### config.mk
export PLATFORM = sky130hd
export DESIGN_NAME = mcd_instr_decode
export DESIGN_NICKNAME = d
export VERILOG_FILES = /design/src/rtl/mcd_pkg.sv /design/src/rtl/mcd_alu.sv /design/src/rtl/mcd_instr_decode.sv
export SDC_FILE = /design/constraint.sdc
export NUM_CORES = 1
export LEC_CHECK = 0
export ABC_AREA = 1
export BUFFER_PORTS_ARGS = -buffer_cell sky130_fd_sc_hd__buf_2
export CORE_MARGIN = 4
export CORE_UTILIZATION = 50
export CTS_BUF_LIST = sky130_fd_sc_hd__clkbuf_2
export CTS_CLUSTER_DIAMETER = 40
export CTS_CLUSTER_SIZE = 30
export DETAILED_ROUTE_END_ITERATION = 7
export HOLD_SLACK_MARGIN = 0.06
export PLACE_DENSITY = 0.73
export SLEW_MARGIN = 20
export SYNTH_ARGS = -nofsm -noshare
export SYNTH_HDL_FRONTEND = slang
export SYNTH_SLANG_ARGS = --single-unit
### constraint.sdc
create_clock -name clk_sys -period 2.8 [get_ports clk_sys]
set_input_delay 0.28 -clock clk_sys [delete_from_list [all_inputs] [get_ports clk_sys]]
set_output_delay 0.28 -clock clk_sys [all_outputs]
set_load 0.02 [all_outputs]
### src/rtl/mcd_pkg.sv
package mcd_pkg;

  // ----------------------------------------------------------------------
  // widths and word fields
  // ----------------------------------------------------------------------
  localparam int WORD_W = 14;   // instruction word
  localparam int DATA_W = 8;    // data path
  localparam int ADDR_W = 7;    // file address
  localparam int TGT_W = 11;    // transfer target literal

  // top two bits select the format
  localparam logic [1:0] FMT_BYTE = 2'h0;
  localparam logic [1:0] FMT_BIT = 2'h1;
  localparam logic [1:0] FMT_CTRL = 2'h2;
  localparam logic [1:0] FMT_LIT = 2'h3;

  // byte-oriented opcodes, word bits 11:8
  localparam logic [3:0] OP_MISC = 4'h0;   // store_accum or fixed words
  localparam logic [3:0] OP_CLR = 4'h1;
  localparam logic [3:0] OP_SUB = 4'h2;
  localparam logic [3:0] OP_DEC = 4'h3;
  localparam logic [3:0] OP_OR = 4'h4;
  localparam logic [3:0] OP_AND = 4'h5;
  localparam logic [3:0] OP_XOR = 4'h6;
  localparam logic [3:0] OP_ADD = 4'h7;
  localparam logic [3:0] OP_MOV = 4'h8;
  localparam logic [3:0] OP_COM = 4'h9;
  localparam logic [3:0] OP_INC = 4'ha;
  localparam logic [3:0] OP_DECSZ = 4'hb;
  localparam logic [3:0] OP_RRC = 4'hc;
  localparam logic [3:0] OP_RLC = 4'hd;
  localparam logic [3:0] OP_SWAP = 4'he;
  localparam logic [3:0] OP_INCSZ = 4'hf;

  // bit-oriented opcodes, word bits 11:10
  localparam logic [1:0] BOP_CLR = 2'h0;
  localparam logic [1:0] BOP_SET = 2'h1;
  localparam logic [1:0] BOP_SKC = 2'h2;
  localparam logic [1:0] BOP_SKS = 2'h3;

  // fixed words
  localparam logic [13:0] W_RETURN = 14'h0008;
  localparam logic [13:0] W_INT_RETURN = 14'h0009;
  localparam logic [13:0] W_WDT_CLEAR = 14'h0064;
  localparam logic [13:0] W_STANDBY = 14'h0063;
  localparam logic [13:0] W_NOP_MASK = 14'h3f9f;   // bits 6:5 free

  // file address of the timer-0 count register
  localparam logic [6:0] TIMER_ZERO_ADDR = 7'h01;

  // values after reset
  localparam logic [7:0] ACCUM_RESET = 8'h00;
  localparam logic TIMEOUT_RESET = 1'b1;
  localparam logic POWERDOWN_RESET = 1'b1;

  // ----------------------------------------------------------------------
  // types
  // ----------------------------------------------------------------------
  typedef enum logic [3:0] {
    ALU_ADD, ALU_SUB, ALU_AND, ALU_OR, ALU_XOR, ALU_COM, ALU_PASS,
    ALU_INC, ALU_DEC, ALU_RLC, ALU_RRC, ALU_SWAP, ALU_CLR, ALU_PASSW,
    ALU_BCLR, ALU_BSET
  } mcd_alu_op_t;

  typedef enum logic {PH_EXEC, PH_BUBBLE} mcd_phase_t;

  typedef struct packed {
    logic timeoutFlag;
    logic powerdownFlag;
    logic zero;
    logic halfCarryFlag;
    logic carry;
  } mcd_status_t;

  typedef struct packed {
    logic we;
    logic [6:0] addr;
    logic [7:0] data;
  } mcd_file_wr_t;

  typedef struct packed {
    logic load;
    logic [10:0] target;
    logic push;
    logic pop;
  } mcd_pc_ctl_t;

  typedef struct packed {
    mcd_phase_t phase;
    logic busy;
    logic [7:0] accum;
    mcd_status_t status;
    mcd_file_wr_t fileWr;
    mcd_pc_ctl_t pcCtl;
    logic skipNext;
    logic prescClear;
    logic watchdogClear;
    logic standbyReq;
    logic intReturn;
  } mcd_core_state_t;

endpackage

### src/rtl/mcd_alu.sv
`timescale 1ns/1ps
module mcd_alu
  import mcd_pkg::*;
(
  input wire mcd_alu_op_t op,
  input wire logic [7:0] opA,
  input wire logic [7:0] accum,
  input wire logic [2:0] bitSel,
  input wire logic carryIn,
  output logic [7:0] result,
  output logic carryOut,
  output logic halfCarryOut
);

  // ----------------------------------------------------------------------
  // arithmetic and logic, purely combinational
  // ----------------------------------------------------------------------
  logic [8:0] sum;   // full sum with carry
  logic [4:0] nib;   // low nibble sum for digit carry
  logic [7:0] bitMask;

  // one operation per cycle, carry means no borrow on subtract
  always_comb begin
    sum = 9'h000;
    nib = 5'h00;
    bitMask = 8'h01 << bitSel;
    result = opA;
    carryOut = carryIn;
    halfCarryOut = 1'b0;
    case (op)
      ALU_ADD: begin
        sum = {1'b0, opA} + {1'b0, accum};
        nib = {1'b0, opA[3:0]} + {1'b0, accum[3:0]};
        result = sum[7:0];
        carryOut = sum[8];
        halfCarryOut = nib[4];
      end
      ALU_SUB: begin
        sum = {1'b0, opA} + {1'b0, ~accum} + 9'h001;
        nib = {1'b0, opA[3:0]} + {1'b0, ~accum[3:0]} + 5'h01;
        result = sum[7:0];
        carryOut = sum[8];
        halfCarryOut = nib[4];
      end
      ALU_AND: result = opA & accum;
      ALU_OR: result = opA | accum;
      ALU_XOR: result = opA ^ accum;
      ALU_COM: result = ~opA;
      ALU_INC: result = opA + 8'h01;
      ALU_DEC: result = opA - 8'h01;
      // rotates go through the carry
      ALU_RLC: begin
        result = {opA[6:0], carryIn};
        carryOut = opA[7];
      end
      ALU_RRC: begin
        result = {carryIn, opA[7:1]};
        carryOut = opA[0];
      end
      ALU_SWAP: result = {opA[3:0], opA[7:4]};
      ALU_CLR: result = 8'h00;
      ALU_PASSW: result = accum;
      ALU_BCLR: result = opA & ~bitMask;
      ALU_BSET: result = opA | bitMask;
      default: result = opA;   // plain move
    endcase
  end

endmodule

### src/rtl/mcd_instr_decode.sv
`timescale 1ns/1ps
module mcd_instr_decode
  import mcd_pkg::*;
(
  input wire logic clk_sys,
  input wire logic rst,
  input wire logic instrValid,
  input wire logic [13:0] instrWord,
  input wire logic [7:0] fileRdData,
  input wire logic [7:0] pinRdData,
  input wire logic portAddrHit,
  input wire logic prescToTimer,
  output logic busy,
  output logic [7:0] accum,
  output mcd_status_t status,
  output mcd_file_wr_t fileWr,
  output mcd_pc_ctl_t pcCtl,
  output logic skipNext,
  output logic prescClear,
  output logic watchdogClear,
  output logic standbyReq,
  output logic intReturn
);

  // ----------------------------------------------------------------------
  // state and word fields
  // ----------------------------------------------------------------------
  mcd_core_state_t state_reg;   // whole core state
  mcd_core_state_t state_next;

  logic [1:0] fmt;   // format select
  logic [3:0] byteOp;   // byte opcode
  logic destFile;   // destination bit
  logic [6:0] fileAddr;
  logic [1:0] bitOp;
  logic [2:0] bitSel;
  logic [7:0] literal;
  logic accept;   // word taken this cycle

  assign fmt = instrWord[13:12];
  assign byteOp = instrWord[11:8];
  assign destFile = instrWord[7];
  assign fileAddr = instrWord[6:0];
  assign bitOp = instrWord[11:10];
  assign bitSel = instrWord[9:7];
  assign literal = instrWord[7:0];
  assign accept = instrValid && (state_reg.phase == PH_EXEC);

  // ----------------------------------------------------------------------
  // decode
  // ----------------------------------------------------------------------
  mcd_alu_op_t aluOp;
  logic useLit;   // literal replaces the file operand
  logic setC, setDc, setZ;   // flag update mask
  logic toFile, toAccum;   // result destination
  logic skipOnZero, skipOnClr, skipOnSet;
  logic pcLd, pcPush, pcPop, isIntRet, isWdt, isStandby;
  logic [7:0] opA;   // selected operand
  logic [7:0] aluRes;
  logic aluC, aluDc;
  logic skipTaken;

  // pins stand in for the latch on port reads
  assign opA = useLit ? literal :
               (portAddrHit ? pinRdData : fileRdData);

  always_comb begin
    aluOp = ALU_PASS;
    useLit = 1'b0;
    {setC, setDc, setZ} = 3'b000;
    {toFile, toAccum} = 2'b00;
    {skipOnZero, skipOnClr, skipOnSet} = 3'b000;
    {pcLd, pcPush, pcPop} = 3'b000;
    {isIntRet, isWdt, isStandby} = 3'b000;
    case (fmt)
      FMT_BYTE: begin
        toFile = destFile;
        toAccum = !destFile;
        case (byteOp)
          OP_MISC: begin
            toAccum = 1'b0;
            if (destFile) begin
              aluOp = ALU_PASSW;
            end else if (instrWord == W_RETURN) begin
              {pcLd, pcPop} = 2'b11;
            end else if (instrWord == W_INT_RETURN) begin
              {pcLd, pcPop, isIntRet} = 3'b111;
            end else if (instrWord == W_WDT_CLEAR) begin
              isWdt = 1'b1;
            end else if (instrWord == W_STANDBY) begin
              isStandby = 1'b1;
            end
            // nop and spare words do nothing
          end
          OP_CLR: aluOp = ALU_CLR;
          OP_AND: aluOp = ALU_AND;
          OP_OR: aluOp = ALU_OR;
          OP_XOR: aluOp = ALU_XOR;
          OP_COM: aluOp = ALU_COM;
          OP_MOV: aluOp = ALU_PASS;
          OP_INC: aluOp = ALU_INC;
          OP_DEC: aluOp = ALU_DEC;
          OP_DECSZ: aluOp = ALU_DEC;
          OP_INCSZ: aluOp = ALU_INC;
          OP_RLC: aluOp = ALU_RLC;
          OP_RRC: aluOp = ALU_RRC;
          OP_SWAP: aluOp = ALU_SWAP;
          OP_ADD: aluOp = ALU_ADD;
          default: aluOp = ALU_SUB;
        endcase
        // flag masks and skip test by opcode group
        setZ = byteOp inside {OP_CLR, OP_AND, OP_OR, OP_XOR, OP_COM,
                              OP_MOV, OP_INC, OP_DEC, OP_ADD, OP_SUB};
        setC = byteOp inside {OP_RLC, OP_RRC, OP_ADD, OP_SUB};
        setDc = byteOp inside {OP_ADD, OP_SUB};
        skipOnZero = byteOp inside {OP_DECSZ, OP_INCSZ};
      end
      FMT_BIT: begin
        toFile = !bitOp[1];
        case (bitOp)
          BOP_CLR: aluOp = ALU_BCLR;
          BOP_SET: aluOp = ALU_BSET;
          BOP_SKC: skipOnClr = 1'b1;
          default: skipOnSet = 1'b1;
        endcase
      end
      FMT_CTRL: begin
        pcLd = 1'b1;
        pcPush = !instrWord[11];
      end
      default: begin
        useLit = 1'b1;
        toAccum = 1'b1;
        // bits 11:8 pick the literal operation
        case (instrWord[11:8])
          4'h0, 4'h1, 4'h2, 4'h3: aluOp = ALU_PASS;
          4'h4, 4'h5, 4'h6, 4'h7: {pcLd, pcPop} = 2'b11;
          4'h8: aluOp = ALU_OR;
          4'h9: aluOp = ALU_AND;
          4'ha: aluOp = ALU_XOR;
          4'hc, 4'hd: aluOp = ALU_SUB;
          4'he, 4'hf: aluOp = ALU_ADD;
          default: toAccum = 1'b0;   // spare pattern acts as nop
        endcase
        setZ = instrWord[11] && (instrWord[11:8] != 4'hb);
        setC = (instrWord[11:10] == 2'h3);
        setDc = (instrWord[11:10] == 2'h3);
      end
    endcase
  end

  // ----------------------------------------------------------------------
  // arithmetic unit
  // ----------------------------------------------------------------------
  mcd_alu u_alu (
    .op(aluOp),
    .opA(opA),
    .accum(state_reg.accum),
    .bitSel(bitSel),
    .carryIn(state_reg.status.carry),
    .result(aluRes),
    .carryOut(aluC),
    .halfCarryOut(aluDc)
  );

  assign skipTaken = (skipOnZero && (aluRes == 8'h00)) ||
                     (skipOnClr && !opA[bitSel]) ||
                     (skipOnSet && opA[bitSel]);

  // ----------------------------------------------------------------------
  // next state
  // ----------------------------------------------------------------------
  always_comb begin
    state_next = state_reg;
    state_next.busy = 1'b0;
    state_next.fileWr.we = 1'b0;
    state_next.pcCtl.load = 1'b0;
    state_next.pcCtl.push = 1'b0;
    state_next.pcCtl.pop = 1'b0;
    state_next.skipNext = 1'b0;
    state_next.prescClear = 1'b0;
    state_next.watchdogClear = 1'b0;
    state_next.standbyReq = 1'b0;
    state_next.intReturn = 1'b0;
    case (state_reg.phase)
      PH_BUBBLE: state_next.phase = PH_EXEC;   // second cycle is a nop
      default: begin
        if (accept) begin
          if (toAccum) state_next.accum = aluRes;
          if (toFile) begin
            state_next.fileWr = {1'b1, fileAddr, aluRes};
            state_next.prescClear = prescToTimer &&
                                    (fileAddr == TIMER_ZERO_ADDR);
          end
          // unmasked flags keep their value
          if (setC) state_next.status.carry = aluC;
          if (setDc) state_next.status.halfCarryFlag = aluDc;
          if (setZ) state_next.status.zero = (aluRes == 8'h00);
          // watchdog clear and standby both set timeout
          if (isWdt || isStandby) begin
            state_next.status.timeoutFlag = 1'b1;
            state_next.status.powerdownFlag = isWdt;
          end
          state_next.watchdogClear = isWdt;
          state_next.standbyReq = isStandby;
          state_next.pcCtl = {pcLd, instrWord[10:0], pcPush, pcPop};
          state_next.intReturn = isIntRet;
          state_next.skipNext = skipTaken;
          if (pcLd || skipTaken) begin
            state_next.phase = PH_BUBBLE;
            state_next.busy = 1'b1;
          end
        end
      end
    endcase
  end

  // state register
  always_ff @(posedge clk_sys or posedge rst) begin
    if (rst) begin
      state_reg <= '0;   // phase starts in exec
      state_reg.accum <= ACCUM_RESET;
      state_reg.status.timeoutFlag <= TIMEOUT_RESET;
      state_reg.status.powerdownFlag <= POWERDOWN_RESET;
    end else begin
      state_reg <= state_next;
    end
  end

  // outputs straight from the state flops
  assign busy = state_reg.busy;
  assign accum = state_reg.accum;
  assign status = state_reg.status;
  assign fileWr = state_reg.fileWr;
  assign pcCtl = state_reg.pcCtl;
  assign skipNext = state_reg.skipNext;
  assign prescClear = state_reg.prescClear;
  assign watchdogClear = state_reg.watchdogClear;
  assign standbyReq = state_reg.standbyReq;
  assign intReturn = state_reg.intReturn;
endmodule

==> impl_metrics.tcl, run 1 <==
set metrics [dict create \
    max_slew.worst_pin.slew_ps 869 \
    rsz0062_at_grt "true" \
    drive_above_1_share_pct 36.9 \
    top_level_ports 84 \
    via_per_inst 5.63 \
    synth_top_family_by_area "simple AND/OR/NAND/NOR gates" \
    critPathMostFrequentCell "nand2_1" \
    n_antenna_cell 0 \
    rr_startpoint "accum[0]$_DFFE_PP0P_" \
    rr_worst_depth 20 \
    maxCapViolations 0 \
    vias 6390 \
    fin_area_um2 7010 \
    synthDominantAreaCellType "dfrtp_1" \
    synthCells 753 \
    drv_slew 0 \
    synth_compound_area_share_pct 13.7 \
    r2r_end "busy$_DFF_PP0_" \
    final_nets 1070 \
    grt_max_degree 49 \
    io_buffers 82 \
    r2r_setup_slack_ps 50 \
    synthArstFlopShare_pct 100 \
    nFillCells 727 \
    netlist.area_leader.share_pct 24.7 \
    fin_util_pct 75.9 \
    hold_path.class "in -> reg" \
    slowest_stage "fa_2" \
    die_y_um 106 \
    gp_congestion 1.04 \
    coreArea_um2 9240 \
    max-slew-margin-rel_pct 42.0 \
    setup_ws_ps -264 \
    register_area_um2 1200 \
    synth-simple-area-share_pct 41.1 \
    cts_buffers 5 \
    antenna_found_initial 1 \
    fin_crit_sh_pct 109 \
    min_from "prescToTimer" \
    grt_pass1_wl_um 31400 \
    clk_path_buf_depth 2 \
    dp_hpwl_um 14900 \
    cp_data_arrival_time_ps 3480 \
    die_area_um2 11200 \
    worstSetupEndpointType "flop" \
    clk_latency_ps 450 \
    crit_required_ps 3220 \
    fin_hold_ws_ps 83.6 \
    ys_seq_elements 48 \
    crit_path_start_kind "primary input" \
    outcome "complete, but fails checks" \
    critPathKind "in -> reg" \
    antenna_left 0 \
    fin_crit_ps 3060 \
    tns_ps -1320 \
    cts_tree "done" \
    instances_no_fill 1135 \
    crit_fanout 6 \
    placed_cells 1101 \
    violations "setup timing" \
    synthXorXnorAreaFrac_pct 1.47 \
    avgSynthCellArea_um2 6.33 \
    drc 0 \
    final_common_cell "nand2_1" \
    htreeDepth 2 \
    grtUsageTotal_pct 35.3 \
    rows 35 \
    final_cell_mix "222 x nand2_1, 171 x buf_4, 76 x buf_2, 70 x nor2_1, 69 x inv_1" \
    grt-ovfl-total 0 \
    die_w_um 106 \
    muxShareOfSynthArea_pct 0 \
    leakagePower_nw 3.85 \
    finalWirelength_um 20500 \
    timing.fmax_ghz 0.326 \
    cts-root-buf "clkbuf_2" \
    synth_area_leaders "dfrtp_1 25%, nand2_1 18%, ha_1 7.1%" \
    fin_skew_ps 34.2 \
    ys.flop_type "dfrtp_1" \
    seq_area_frac_synth_pct 25.2 \
    synth-warning-count 0 \
    initial_core_util_pct 51.6 \
    ir_drop_uv 343 \
    hold_depth 3 \
    drt_iter0_markers 707 \
    clk_pin_slew_ps 320 \
    syn2layout_area_growth_pct 47.1 \
    placed_area_um2 6490 \
    slowest_delay_ps 350 \
    ys_types 46 \
    synth_fa_ha_area_share_pct 8.35 \
    first_global_vias 6089 \
    holdPathEnd "prescClear$_DFF_PP0_" \
    synth_nets 818 \
    cts_sinks 48 \
    drt-pass1-iter-count 6 \
    power.density_nw_per_um2 620 \
    finalHoldViolations 0 \
    multi_input_area_um2 3280 \
    wl_per_cell_um 18.0 \
    synth_edf_count 0 \
    setup_viol 9 \
    synthesis.area_um2 4760 \
]
## per-stage QoR
| stage | power, W | setup WS [ps] |
|---|---|---|
| finish | 0.00435 | -264 |
| global route | 0.00466 | -464 |
| CTS | 0.00421 | -40.4 |
| detailed placement | 0.00362 | -699 |
| global placement | 0.00359 | -624 |
| floorplan | 0.00241 | -308 |
## synthesized netlist by cell type (all sizes together), types with 6 or more instances
cell	n
nand2	249
nor2	91
inv	88
nand3	67
o21ai	63
dfrtp	47
a21oi	36
ha	27
nand4	14
buf	12
xor2	8
clkbuf	7
or2	7
nor3	6
## cells by family (layout without fill, tap and decap cells)
kind of cell               count (synthesis)  after routing
adders and majority gates                 30             30
other                                      1              1
xor gates and xnor gates                   8              8
AOI/OAI and AO/OA                        118            118
DFF                                       48             48
buffers and inverters                    110            363
and+or+nand+nor                          438            438
## sequential cells by signal, summed over array words and instances, names as in the netlist
name and cells:
skipNext 1, watchdogClear 1, prescClear 1, standbyReq 1, accum 8, status 4, pcCtl 14, fileWr 16
intReturn 1, busy 1
## per-layer routing
layer  share of wire, %  vias up  global-route usage [%]
met5              0.039        -                       0
met4                3.5        2                    9.07
met3                9.7       79                    5.08
met2                 46      414                    59.6
met1                 40     2946                    47.6
li1                   -     2949                       -
## worst max-delay path by stage
stage | from | end | slack [ps] | cells past startpoint
3_3_place_gp | instrWord[8] | busy$_DFF_PP0_ | -620 | 29
2_1_floorplan | instrWord[8] | busy$_DFF_PP0_ | -310 | 32
3_5_place_dp | instrWord[8] | busy$_DFF_PP0_ | -700 | 29
5_1_grt | instrWord[7] | busy$_DFF_PP0_ | -460 | 31
6_report | instrWord[7] | busy$_DFF_PP0_ | -260 | 31
4_1_cts | instrWord[13] | busy$_DFF_PP0_ | -40 | 32
## worst max-delay path, delay by kind of cell
kind | cells | cell delay (ps)
adders and majority gates | 1 | 350
AOI/OAI and AO/OA | 1 | 60
and+or+nand+nor | 24 | 2270
xor gates and xnor gates | 1 | 130
buffers and inverters | 4 | 360
## cell type report
type                    count  share of cell area, %
flip-flops and latches     48                   17.2
well taps                 129                   2.30
inverters                  91                   5.37
clock buffers               5                  0.357
clock inverters             3                  0.982
multi-input cells         595                   46.7
repair buffers            264                   27.1
## repair_timing
| item | 4_1_cts | 5_1_grt |
|---|---|---|
| pin swaps | 9 | 29 |
| hold endpoints to repair | 19 | 0 |
| hold buffers | 1 | 0 |
| setup endpoints to repair | 4 | 11 |
| buffers inserted | 13 | 14 |
| gates resized for setup | 47 | 15 |
## power by group
group / total [W] / switching (W) / internal, W
logic: 0.00288 / 0.00168 / 0.00120
registers: 0.000965 / 0.000111 / 0.000854
clock network: 0.000502 / 0.000258 / 0.000244
total: 0.00435 / 0.00205 / 0.00229
Power figures use the tool's default switching activity.
==> run 2: changes to the inputs <==
--- a/config.mk
+++ b/config.mk
@@ -15,6 +15,7 @@
 export DETAILED_ROUTE_END_ITERATION = 7
 export HOLD_SLACK_MARGIN = 0.06
 export PLACE_DENSITY = 0.73
+export RECOVER_POWER = 25
 export SLEW_MARGIN = 20
 export SYNTH_ARGS = -nofsm -noshare
 export SYNTH_HDL_FRONTEND = slang
==> run 2 against run 1 <==
The flow finishes with violations (capacitance limit, slew limit, setup timing). Flip-flop and latch count is the same. First-iteration DRC count down 3.7%. Setup slack worse by 5.9 ps. Clock-buffer cell count did not move. Worst hold slack lost 1.5 ps. Non-clock buffer count unchanged. Routed wire length grew 0.27%. Critical path depth increased by 1. Final area is essentially flat. Critical path type unchanged. Critical endpoint unchanged. Largest power group unchanged.
==> impl_metrics.tcl, run 2 (synthesis gave the netlist of run 1 again) <==
set metrics [dict create \
    outcome "complete, but fails checks" \
    violations "capacitance limit, slew limit, setup timing" \
    vias 6366 \
    max-slew-margin-rel_pct -42.9 \
    clk_pin_slew_ps 310 \
    die_w_um 106 \
    crit_required_ps 3210 \
    fin_skew_ps 26.4 \
    antenna_left 0 \
    top_level_ports 84 \
    final_nets 1070 \
    setup_ws_ps -270 \
    timing.fmax_ghz 0.326 \
    max_slew.worst_pin.slew_ps 2130 \
    first_global_vias 6089 \
    initial_core_util_pct 51.6 \
    rows 35 \
    placed_cells 1101 \
    io_buffers 82 \
    wl_per_cell_um 18.1 \
    largest_reg_flops 16 \
    clk_path_buf_depth 2 \
    switching_share_pct 47.2 \
    critPathMostFrequentCell "nand2_1" \
    cts_tree "done" \
    cp_data_arrival_time_ps 3480 \
    hold_path.class "in -> reg" \
    p_switching_w 0.00205 \
    crit_path_start_kind "primary input" \
    antenna_found_initial 1 \
    slowest_stage "fa_2" \
    tns_ps -1310 \
    drc 0 \
    seqPwrFrac_pct 22.2 \
    fin_crit_ps 3070 \
    drt_iter0_markers 681 \
    leakagePower_nw 3.84 \
    total_power_w 0.00434 \
    clk_latency_ps 440 \
    die_area_um2 11200 \
    finalHoldViolations 0 \
    grt_pass1_wl_um 31400 \
    fin_crit_sh_pct 110 \
    fin_util_pct 75.9 \
    ir_drop_uv 342 \
    gp_congestion 1.04 \
    dp_hpwl_um 14900 \
    setup_viol 9 \
    cts_sinks 48 \
    final_cell_mix "222 x nand2_1, 171 x buf_4, 76 x buf_2, 70 x nor2_1, 69 x inv_1" \
    final_common_cell "nand2_1" \
    crit_fanout 6 \
    cts_buffers 5 \
    comb_power_share_pct 66.3 \
    coreArea_um2 9240 \
    rsz0062_at_grt "true" \
    grt-ovfl-total 0 \
    slowest_delay_ps 350 \
    drive_above_1_share_pct 36.9 \
    r2r_setup_slack_ps 20 \
    finalWirelength_um 20500 \
    htreeDepth 2 \
    syn2layout_area_growth_pct 47.2 \
    grt_max_degree 49 \
    grtUsageTotal_pct 35.3 \
    worstSetupEndpointType "flop" \
    internal_power_w 0.00229 \
    die_y_um 106 \
    pwr-share-clk_pct 11.5 \
    cts-root-buf "clkbuf_2" \
    fin_hold_ws_ps 82.1 \
    instances_no_fill 1136 \
    drv_slew 49 \
    critPathKind "in -> reg" \
    drt-pass1-iter-count 8 \
    via_per_inst 5.60 \
    power.density_nw_per_um2 619 \
    maxCapViolations 1 \
]
## run 2: cell count changes in the layout (fill, tap and decap cells not counted), sizes merged
cell      before  now
clkinvlp       0    1
clkinv         4    3
diode          0    1
## run 2: layout make-up
type	count	area (µm²)
Clock inverter	3	68.8
Timing Repair Buffer	264	1900
Tap cell	129	161
Clock buffer	5	25.0
Sequential cell	48	1200
Fill cell	726	2230
Antenna cell	1	2.50
Multi-Input combinational cell	595	3280
Inverter	91	377
## run 2: critical path: cells and delay by family
| kind | cells | cell delay (ps) |
|---|---|---|
| AND/OR/NAND/NOR | 25 | 2380 |
| adder cells (fa/ha/maj) | 1 | 350 |
| buffers and inverters | 4 | 280 |
| XOR/XNOR | 1 | 130 |
| AO/OA/AOI/OAI | 1 | 60 |
## run 2: metal layers
layer / GRT usage, % / up-vias / routed length (µm)
met1: 47.6 / 2950 / 8380
met5: 0 / - / 8
met4: 9.07 / 2 / 678
met2: 59.6 / 379 / 9510
met3: 5.08 / 75 / 1950
li1: - / 2960 / -
## run 2: power groups by stage
stage                     combinational, W  clock (W)  sequential, W
final                              0.00288   0.000500       0.000964
after global routing               0.00313   0.000540       0.000987
after CTS                          0.00275   0.000496       0.000959
after detailed placement           0.00265          0       0.000974
after global placement             0.00262          0       0.000967
after floorplan                    0.00121          0        0.00119
## run 2: worst paths after layout
check	to	startpoint	cells past startpoint
hold / removal	prescClear$_DFF_PP0_	prescToTimer	3
max in group asynchronous	pcCtl[3]$_DFFE_PP0P_	rst	3
hold reg to reg	pcCtl[4]$_DFFE_PP0P_	pcCtl[4]$_DFFE_PP0P_	2
setup / recovery	busy$_DFF_PP0_	instrWord[11]	32
min in group asynchronous	fileWr[14]$_DFFE_PP0P_	rst	3
setup reg to reg	busy$_DFF_PP0_	accum[0]$_DFFE_PP0P_	20
## run 2: timing repair
action / in CTS / in global routing
hold endpoints to repair: 19 / 0
buffers inserted: 13 / 14
pin swaps: 9 / 29
cloned: 0 / 0
gates resized for setup: 47 / 15
setup endpoints to repair: 4 / 11
hold buffers: 1 / 0
## run 2: through the flow
stage,setup slack (ps),instance area (µm²)
final,-270,7010
after global routing,-464,7010
after CTS,-40.4,6860
after detailed placement,-699,6490
after global placement,-624,6490
after floorplan,-308,4860
